$ cat config.mk
export PLATFORM = sky130hd
export DESIGN_NAME = adcmp_top
export DESIGN_NICKNAME = d
export VERILOG_FILES = /design/src/inc/adcmp_pkg.sv /design/src/rtl/adcmp_scale.sv /design/src/rtl/adcmp_sel.sv /design/src/rtl/adcmp_top.sv
export SDC_FILE = /design/constraint.sdc
export NUM_CORES = 2
export LEC_CHECK = 0
export BUFFER_PORTS_ARGS = -buffer_cell sky130_fd_sc_hd__buf_4
export CAP_MARGIN = 30
export CORE_ASPECT_RATIO = 0.6
export CORE_UTILIZATION = 31
export DETAILED_ROUTE_END_ITERATION = 12
export PLACE_DENSITY = 0.52
export SLEW_MARGIN = 10
export SYNTH_ARGS = -nofsm -noshare
export SYNTH_HDL_FRONTEND = slang
export SYNTH_SLANG_ARGS = --single-unit
$ cat constraint.sdc
create_clock -name pclk -period 108.9 [get_ports pclk]
set_clock_uncertainty 0.05 [all_clocks]
set_input_delay 10.89 -clock pclk [delete_from_list [all_inputs] [get_ports pclk]]
set_output_delay 10.89 -clock pclk [all_outputs]
set_load 0.05 [all_outputs]
$ cat src/inc/adcmp_pkg.sv
// constants and types shared by the analog difference comparator
`default_nettype none
package adcmp_pkg;

    localparam int VAL_W    = 16;
    localparam int DIFF_W   = 17;
    localparam int IDX_W    = 4;
    localparam int ADDR_W   = 8;

    // register byte offsets
    localparam logic [7:0] OFS_GAIN   = 8'h00;
    localparam logic [7:0] OFS_OFFSET = 8'h04;
    localparam logic [7:0] OFS_ON     = 8'h08;
    localparam logic [7:0] OFS_OFF    = 8'h0C;
    localparam logic [7:0] OFS_DEC    = 8'h10;
    localparam logic [7:0] OFS_SRC    = 8'h14;
    localparam logic [7:0] OFS_STATUS = 8'h18;
    localparam logic [7:0] OFS_DIFF   = 8'h1C;

    // source select field positions
    localparam int SRC_X_IDX   = 0;
    localparam int SRC_X_BLK   = 4;
    localparam int SRC_Y_IDX   = 8;
    localparam int SRC_Y_BLK   = 12;
    localparam int SRC_ON_IDX  = 16;
    localparam int SRC_ON_BLK  = 20;
    localparam int SRC_OFF_IDX = 24;
    localparam int SRC_OFF_BLK = 28;

    // setting ranges, gain in hundredths
    localparam int GAIN_MIN   = -1000;
    localparam int GAIN_MAX   = 1000;
    localparam int GAIN_DIV   = 100;
    localparam int OFFSET_MIN = -10000;
    localparam int OFFSET_MAX = 10000;
    localparam int THR_MIN    = -20000;
    localparam int THR_MAX    = 20000;
    localparam int DEC_MAX    = 3;
    localparam int ACT_LIM    = 32767;
    localparam int CHAN_MAX   = 1000;

    // reset values
    localparam logic signed [15:0] RST_GAIN   = 16'sh0064;
    localparam logic signed [15:0] RST_OFFSET = 16'sh0000;
    localparam logic signed [15:0] RST_ON     = 16'sh0000;
    localparam logic signed [15:0] RST_OFF    = 16'sh0000;
    localparam logic [1:0]         RST_DEC    = 2'h0;
    localparam logic [31:0]        RST_SRC    = 32'h0000_0100;

    typedef enum logic {
        ADCMP_HYST,
        ADCMP_WINDOW
    } adcmp_mode_t;

endpackage : adcmp_pkg
`default_nettype wire

$ cat src/rtl/adcmp_scale.sv
// applies common gain and offset to one input value
`timescale 1ns/1ps
`default_nettype none
module adcmp_scale (
    input  wire logic signed [adcmp_pkg::VAL_W-1:0] value,
    input  wire logic signed [adcmp_pkg::VAL_W-1:0] gain,
    input  wire logic signed [adcmp_pkg::VAL_W-1:0] offset,
    output logic signed [adcmp_pkg::VAL_W-1:0]      actual
);
    logic signed [31:0] prod;
    logic signed [31:0] sum;

    always_comb begin
        // gain is held in hundredths, so the product is brought back by the divisor
        prod = 32'(value) * 32'(gain);
        sum  = prod / adcmp_pkg::GAIN_DIV + 32'(offset);
        if (sum > adcmp_pkg::ACT_LIM) begin
            actual = 16'(adcmp_pkg::ACT_LIM);
        end else if (sum < -adcmp_pkg::ACT_LIM) begin
            actual = 16'(-adcmp_pkg::ACT_LIM);
        end else begin
            actual = 16'(sum);
        end
    end
endmodule : adcmp_scale
`default_nettype wire

$ cat src/rtl/adcmp_sel.sv
// picks one value from the analog channels or from another block's actual value
`timescale 1ns/1ps
`default_nettype none
module adcmp_sel #(
    parameter int NUM_CHAN = 8,
    parameter int CHAN_W   = 10,
    parameter int NUM_BLK  = 16
) (
    input  wire logic [NUM_CHAN*CHAN_W-1:0]            chan_in,
    input  wire logic [NUM_BLK*adcmp_pkg::VAL_W-1:0]   blk_in,
    input  wire logic                                  from_blk,
    input  wire logic [adcmp_pkg::IDX_W-1:0]           idx,
    output logic signed [adcmp_pkg::VAL_W-1:0]         value
);
    logic [CHAN_W-1:0] raw;

    always_comb begin
        raw   = '0;
        value = '0;
        if (from_blk) begin
            if (32'(idx) < NUM_BLK) begin
                value = blk_in[32'(idx)*adcmp_pkg::VAL_W +: adcmp_pkg::VAL_W];
            end
        end else if (32'(idx) < NUM_CHAN) begin
            raw = chan_in[32'(idx)*CHAN_W +: CHAN_W];
            // a channel spans 0..1000 for 0..10 V; overrange pins at full scale
            if (32'(raw) > adcmp_pkg::CHAN_MAX) begin
                value = 16'(adcmp_pkg::CHAN_MAX);
            end else begin
                value = 16'(raw);
            end
        end
    end
endmodule : adcmp_sel
`default_nettype wire

$ cat src/rtl/adcmp_top.sv
// analog difference comparator with hysteresis and an APB register file
//
// Operation
// - each input is multiplied by common gain, then common offset added
// - difference is first actual value minus second actual value
// - on >= off: output set when difference > on, cleared when <= off
// - on < off: output high only while on <= difference < off
// - decimal places only affect display, comparisons use raw integers
// - each threshold may come from another block's actual value by number
// - a 0..10 V channel is an internal value 0..1000 before scaling
// - settings held within gain, offset, threshold and decimals ranges
//
// Implementation choices: the APB register port and the address map.
`timescale 1ns/1ps
`default_nettype none
module adcmp_top #(
    parameter int NUM_CHAN = 8,
    parameter int CHAN_W   = 10,
    parameter int NUM_BLK  = 16
) (
    input  wire logic                                 pclk,
    input  wire logic                                 presetn,
    input  wire logic                                 psel,
    input  wire logic                                 penable,
    input  wire logic                                 pwrite,
    input  wire logic [adcmp_pkg::ADDR_W-1:0]         paddr,
    input  wire logic [31:0]                          pwdata,
    output logic [31:0]                               prdata,
    output logic                                      pready,
    output logic                                      pslverr,
    input  wire logic                                 scan_tick,
    input  wire logic [NUM_CHAN*CHAN_W-1:0]           analog_input_channels,
    input  wire logic [NUM_BLK*adcmp_pkg::VAL_W-1:0]  block_values,
    output logic                                      cmp_out
);
    logic signed [15:0] gain;
    logic signed [15:0] offset;
    logic signed [15:0] on_thr;
    logic signed [15:0] off_thr;
    logic [1:0]         dec_places;
    logic [31:0]        src_sel;
    logic signed [15:0] next_gain;
    logic signed [15:0] next_offset;
    logic signed [15:0] next_on_thr;
    logic signed [15:0] next_off_thr;
    logic [1:0]         next_dec_places;
    logic [31:0]        next_src_sel;
    logic [31:0]        next_prdata;
    logic               next_pready;
    logic               next_pslverr;
    logic signed [16:0] diff;
    logic signed [16:0] next_diff;
    logic               next_cmp_out;
    logic signed [15:0] first_analog_input;
    logic signed [15:0] second_analog_input;
    logic signed [15:0] on_blk_val;
    logic signed [15:0] off_blk_val;
    logic signed [15:0] act_x;
    logic signed [15:0] act_y;
    logic signed [16:0] diff_now;
    logic signed [16:0] on_eff;
    logic signed [16:0] off_eff;
    adcmp_pkg::adcmp_mode_t mode;
    logic               wr_en;
    logic               setup;
    logic               mapped;

    // gain, offset, threshold and decimal settings are saturated into their legal span on write
    function automatic logic signed [15:0] clamp_val(input logic signed [31:0] v, input int lo, input int hi);
        logic signed [15:0] r;
        r = 16'(v);
        if (v < lo) begin
            r = 16'(lo);
        end else if (v > hi) begin
            r = 16'(hi);
        end
        return r;
    endfunction : clamp_val

    adcmp_sel #(.NUM_CHAN(NUM_CHAN), .CHAN_W(CHAN_W), .NUM_BLK(NUM_BLK)) u_sel_x (
        .chan_in  (analog_input_channels),
        .blk_in   (block_values),
        .from_blk (src_sel[adcmp_pkg::SRC_X_BLK]),
        .idx      (src_sel[adcmp_pkg::SRC_X_IDX +: adcmp_pkg::IDX_W]),
        .value    (first_analog_input)
    );

    adcmp_sel #(.NUM_CHAN(NUM_CHAN), .CHAN_W(CHAN_W), .NUM_BLK(NUM_BLK)) u_sel_y (
        .chan_in  (analog_input_channels),
        .blk_in   (block_values),
        .from_blk (src_sel[adcmp_pkg::SRC_Y_BLK]),
        .idx      (src_sel[adcmp_pkg::SRC_Y_IDX +: adcmp_pkg::IDX_W]),
        .value    (second_analog_input)
    );

    adcmp_sel #(.NUM_CHAN(NUM_CHAN), .CHAN_W(CHAN_W), .NUM_BLK(NUM_BLK)) u_sel_on (
        .chan_in  (analog_input_channels),
        .blk_in   (block_values),
        .from_blk (1'b1),
        .idx      (src_sel[adcmp_pkg::SRC_ON_IDX +: adcmp_pkg::IDX_W]),
        .value    (on_blk_val)
    );

    adcmp_sel #(.NUM_CHAN(NUM_CHAN), .CHAN_W(CHAN_W), .NUM_BLK(NUM_BLK)) u_sel_off (
        .chan_in  (analog_input_channels),
        .blk_in   (block_values),
        .from_blk (1'b1),
        .idx      (src_sel[adcmp_pkg::SRC_OFF_IDX +: adcmp_pkg::IDX_W]),
        .value    (off_blk_val)
    );

    adcmp_scale u_scale_x (
        .value  (first_analog_input),
        .gain   (gain),
        .offset (offset),
        .actual (act_x)
    );

    adcmp_scale u_scale_y (
        .value  (second_analog_input),
        .gain   (gain),
        .offset (offset),
        .actual (act_y)
    );

    // register file and APB answer, zero wait states
    always_comb begin
        setup  = psel && !penable;
        wr_en  = psel && penable && pready && pwrite;
        mapped = (paddr[1:0] == 2'h0) && (paddr <= adcmp_pkg::OFS_DIFF);
        next_gain       = gain;
        next_offset     = offset;
        next_on_thr     = on_thr;
        next_off_thr    = off_thr;
        next_dec_places = dec_places;
        next_src_sel    = src_sel;
        next_pready     = setup;
        next_pslverr    = setup && !mapped;
        next_prdata     = prdata;
        if (wr_en) begin
            unique case (paddr)
                adcmp_pkg::OFS_GAIN:   next_gain =
                    clamp_val(pwdata, adcmp_pkg::GAIN_MIN, adcmp_pkg::GAIN_MAX);
                adcmp_pkg::OFS_OFFSET: next_offset =
                    clamp_val(pwdata, adcmp_pkg::OFFSET_MIN, adcmp_pkg::OFFSET_MAX);
                adcmp_pkg::OFS_ON:     next_on_thr =
                    clamp_val(pwdata, adcmp_pkg::THR_MIN, adcmp_pkg::THR_MAX);
                adcmp_pkg::OFS_OFF:    next_off_thr =
                    clamp_val(pwdata, adcmp_pkg::THR_MIN, adcmp_pkg::THR_MAX);
                adcmp_pkg::OFS_DEC:    next_dec_places = 2'(clamp_val(pwdata, 0, adcmp_pkg::DEC_MAX));
                adcmp_pkg::OFS_SRC:    next_src_sel = pwdata;
                default:               next_src_sel = src_sel;
            endcase
        end
        if (setup) begin
            unique case (paddr)
                adcmp_pkg::OFS_GAIN:   next_prdata = 32'(gain);
                adcmp_pkg::OFS_OFFSET: next_prdata = 32'(offset);
                adcmp_pkg::OFS_ON:     next_prdata = 32'(on_thr);
                adcmp_pkg::OFS_OFF:    next_prdata = 32'(off_thr);
                adcmp_pkg::OFS_DEC:    next_prdata = {30'h0, dec_places};
                adcmp_pkg::OFS_SRC:    next_prdata = src_sel;
                adcmp_pkg::OFS_STATUS: next_prdata = {30'h0, mode == adcmp_pkg::ADCMP_WINDOW, cmp_out};
                adcmp_pkg::OFS_DIFF:   next_prdata = 32'(diff);
                default:               next_prdata = 32'h0000_0000;
            endcase
        end
    end

    always_ff @(posedge pclk or negedge presetn) begin
        if (!presetn) begin
            gain       <= adcmp_pkg::RST_GAIN;
            offset     <= adcmp_pkg::RST_OFFSET;
            on_thr     <= adcmp_pkg::RST_ON;
            off_thr    <= adcmp_pkg::RST_OFF;
            dec_places <= adcmp_pkg::RST_DEC;
            src_sel    <= adcmp_pkg::RST_SRC;
            prdata     <= 32'h0000_0000;
            pready     <= 1'b0;
            pslverr    <= 1'b0;
        end else begin
            gain       <= next_gain;
            offset     <= next_offset;
            on_thr     <= next_on_thr;
            off_thr    <= next_off_thr;
            dec_places <= next_dec_places;
            src_sel    <= next_src_sel;
            prdata     <= next_prdata;
            pready     <= next_pready;
            pslverr    <= next_pslverr;
        end
    end

    // comparison, evaluated once per scan
    always_comb begin
        diff_now = 17'(act_x) - 17'(act_y);
        // dec_places never reaches this path: thresholds compare as raw integers
        on_eff  = src_sel[adcmp_pkg::SRC_ON_BLK] ? 17'(on_blk_val) : 17'(on_thr);
        off_eff = src_sel[adcmp_pkg::SRC_OFF_BLK] ? 17'(off_blk_val) : 17'(off_thr);
        mode    = (on_eff >= off_eff) ? adcmp_pkg::ADCMP_HYST : adcmp_pkg::ADCMP_WINDOW;
        next_diff    = diff;
        next_cmp_out = cmp_out;
        if (scan_tick) begin
            next_diff = diff_now;
            unique case (mode)
                adcmp_pkg::ADCMP_HYST: begin
                    if (diff_now > on_eff) begin
                        next_cmp_out = 1'b1;
                    end else if (diff_now <= off_eff) begin
                        next_cmp_out = 1'b0;
                    end else begin
                        next_cmp_out = cmp_out;
                    end
                end
                adcmp_pkg::ADCMP_WINDOW: begin
                    next_cmp_out = (diff_now >= on_eff) && (diff_now < off_eff);
                end
            endcase
        end
    end

    always_ff @(posedge pclk or negedge presetn) begin
        if (!presetn) begin
            diff    <= 17'h00000;
            cmp_out <= 1'b0;
        end else begin
            diff    <= next_diff;
            cmp_out <= next_cmp_out;
        end
    end
endmodule : adcmp_top
`default_nettype wire

==> run_results.csv <==
group,metric,value,unit
run,cap_viol_max_count,0,
clocking,cts_setup_buffers,0,
clocking,cts-resized-gates,0,
timing,post-route-period-util,0.4709,
global_route,grt-ovfl-total,0,
timing,finalSetupViolCount,0,
worst_setup_path,timing.critical_path.from_type,"input pin",
synth,synth_nets,7727,
clocking,numCtsBuffers,17,
global_route,met3_usage,0.06005,
clocking,clock_tree.root_cell,"sky130_fd_sc_hd__clkbuf_16",
cells_and_area,post_route_cells_drive_above_1_share,0.2051,
clocking,cts.hold.buffers_added,0,
synth,cell_taking_the_most_area_after_synthesis,"sky130_fd_sc_hd__fa_1",
detailed_routing,totalWireLength,225900,um
synth,yosys.cell_types.count,189,
global_route,number_of_global_route_vias_before_repair,52750,
timing,rsz_0062_raised_after_global_routing,"no",
global_route,first_pass_grt_wire_length,344300,um
run_status,outcome,"complete, no violations",
synth,synth_enable_flop_cells,0,
synth,synth.top_cells.by_count,"sky130_fd_sc_hd__inv_1 (715), sky130_fd_sc_hd__nand2_1 (592), sky130_fd_sc_hd__fa_1 (527)",
clocking,clk_latency,460,ps
clocking,tritoncts_clock_tree,"built",
clocking,cts_sinks,150,
floorplanning,number_of_core_rows,122,
synth,top_count_cell_post_synth,"sky130_fd_sc_hd__inv_1",
detailed_routing,wire_per_inst,24.43,um
clocking,clkTransAtPathRegs,70,ps
timing,setup_total_negative_slack,0,ps
global_route,grt.busiest_layer,"met1",
cells_and_area,final_core_util,0.3462,
clocking,cts_max_level,4,
detailed_routing,drt_pass1_iterations,6,
placement,port-buffer-count,416,
worst_setup_path,crit_type,"in -> reg",
worst_setup_path,crit_arrival,51630,ps
synth,synth_warnings,0,
global_route,grt_use_met2,0.3248,
detailed_routing,drc_errors,0,
global_route,pin_count_of_the_biggest_net_entering_global_routing,89,
cells_and_area,final_design_area_no_fill,64000,um2
synth,synthArstFlopShare,1.000,
cells_and_area,flow.area_growth_from_synthesis,10.60,%
placement,gp_congestion,0.9949,
worst_setup_path,worstPathRequired,109240,ps
worst_setup_path,crit_path_end_kind,"flip-flop",
synth,ys_top_cells_by_area,"sky130_fd_sc_hd__fa_1 (18%), sky130_fd_sc_hd__mux4_2 (14%), sky130_fd_sc_hd__dfrtp_1 (6.3%)",
timing,timing.max_slew.rel_slack,0.2536,
global_route,antenna_found_initial,33,
synth,syn_area,57860,um2
floorplanning,die_area,188400,um2
timing,max_clock_freq,19.50,MHz
placement,placed_cell_area,63240,um2
worst_hold_path,hp-class,"reg -> reg",
worst_setup_path,worst_path_largest_cell_delay,760,ps
detailed_routing,first_iter_violations,6100,
worst_setup_path,crit_top_cell,"sky130_fd_sc_hd__a21oi_1",
timing,tightest_slew,1108,ps
cells_and_area,final_cell_count_no_fill,9247,
global_route,globalRouteTotalUtil,0.2369,
synth,syn_avg_cell_area,8.864,um2
global_route,met1_usage_in_global_routing,0.3685,
timing,drv_slew,0,
synth,synth_largest_type_area_fraction,0.1823,
floorplanning,die_width,559.8,um
worst_setup_path,crit_fanout,20,
clocking,clock_path_buffers,2,
detailed_routing,drt-vias-per-instance,5.876,
worst_setup_path,r2r_slack,66580,ps
detailed_routing,via_count,54330,
synth,synth-main-ff-cell,"sky130_fd_sc_hd__dfrtp_1",
synth,netlist_instances,6528,
cells_and_area,final_nets,7935,
floorplanning,die_h,336.7,um
floorplanning,placeableCoreArea,184900,um2
floorplanning,num_io_pins,417,
synth,synth-seq-cells,150,
timing,finalWorstPathRequiredPeriod,51280,ps
placement,place.detailed.instances,9186,
floorplanning,start_util,0.3130,
detailed_routing,drt.antenna.violating_nets,0,
worst_setup_path,critical-path-slowest-cell,"sky130_fd_sc_hd__o21ai_1",
placement,dp_hpwl,184500,um
synth,synth-seq-area-share,0.06496,
timing,endpoints_failing_hold,0,
worst max-delay path, delay by kind of cell:
kind | cells | cell delay [ps]
compound gates | 86 | 22270
simple gates | 26 | 6380
fa+ha+maj | 16 | 6320
mux | 6 | 2580
xor+xnor | 8 | 1850
buf+inv | 10 | 1220
cell type report:
class	count	area (um2)
Antenna cell	18	45.04
Multi-Input combinational cell	5324	49790
Timing Repair Buffer	520	3939
Clock inverter	14	170.2
Tap cell	2480	3103
Inverter	723	2714
Fill cell	19090	120900
Sequential cell	150	3794
Clock buffer	18	439.2
cells in the final DEF (no fill, tap or decap), types with 57 or more instances in the layout:
| cell | instances |
|---|---|
| sky130_fd_sc_hd__o21bai_1 | 57 |
| sky130_fd_sc_hd__mux2_2 | 79 |
| sky130_fd_sc_hd__nand2_1 | 592 |
| sky130_fd_sc_hd__nand3_1 | 114 |
| sky130_fd_sc_hd__mux2i_1 | 89 |
| sky130_fd_sc_hd__mux4_2 | 357 |
| sky130_fd_sc_hd__o21ai_0 | 208 |
| sky130_fd_sc_hd__fa_1 | 527 |
| sky130_fd_sc_hd__nor3_1 | 104 |
| sky130_fd_sc_hd__nor2b_1 | 77 |
| sky130_fd_sc_hd__and3_1 | 96 |
| sky130_fd_sc_hd__nand2b_1 | 81 |
| sky130_fd_sc_hd__a21oi_1 | 348 |
| sky130_fd_sc_hd__buf_4 | 511 |
| sky130_fd_sc_hd__a31oi_1 | 73 |
| sky130_fd_sc_hd__o21ai_1 | 65 |
| sky130_fd_sc_hd__xor2_1 | 94 |
| sky130_fd_sc_hd__a21o_1 | 86 |
| sky130_fd_sc_hd__nor2_1 | 388 |
| sky130_fd_sc_hd__nand4_1 | 58 |
| sky130_fd_sc_hd__dfrtp_1 | 131 |
| sky130_fd_sc_hd__and2_1 | 189 |
| sky130_fd_sc_hd__xnor2_1 | 234 |
| sky130_fd_sc_hd__ha_1 | 290 |
| sky130_fd_sc_hd__inv_1 | 715 |
sequential cells by signal, summed over array words and instances (netlist names):
| name | cells |
|---|---|
| on_thr | 16 |
| offset | 16 |
| src_sel | 32 |
| prdata | 32 |
| dec_places | 2 |
| off_thr | 16 |
| diff | 17 |
| gain | 16 |
| pready | 1 |
| cmp_out | 1 |
| pslverr | 1 |
kinds of logic (layout without fill, tap and decap cells):
| group | after synthesis | count (layout) | share of synthesized area |
|---|---|---|---|
| simple gates | 2009 | 2009 | 0.1785 |
| compound gates | 1593 | 1593 | 0.2038 |
| buf+inv | 1054 | 1275 | 0.07594 |
| fa+ha+maj | 839 | 839 | 0.2490 |
| mux | 538 | 538 | 0.1732 |
| xor+xnor | 345 | 345 | 0.05460 |
| flops | 150 | 150 | 0.06496 |
| other cells | 0 | 18 | 0 |
per-layer routing:
layer,wire (um),up-vias
met5,100,-
met4,3550,14
met3,25360,214
met2,88500,2715
met1,108400,27340
li1,-,24050
through the flow:
stage | setup slack (ps) | hold slack [ps]
after detailed placement | 57340 | 421.3
after global placement | 57820 | 420.5
after global routing | 54740 | 462.4
after floorplan | 64300 | 393.2
final | 57620 | 434.0
after CTS | 57740 | 436.6
path summary, 6_finish.rpt:
check / start / to / cells past startpoint
worst max-delay path: analog_input_channels[79] / cmp_out / 152
worst min-delay path: dec_places[1] / dec_places[1] / 2
worst max register to register: src_sel[0] / cmp_out / 147
worst min register to register: dec_places[1] / dec_places[1] / 2
max in group asynchronous: presetn / offset[15] / 2
min in group asynchronous: presetn / pslverr / 1
Power is left out: the tool's default activity adds up to more than one toggle a clock period on the data nets, which glitch-free logic cannot reach.
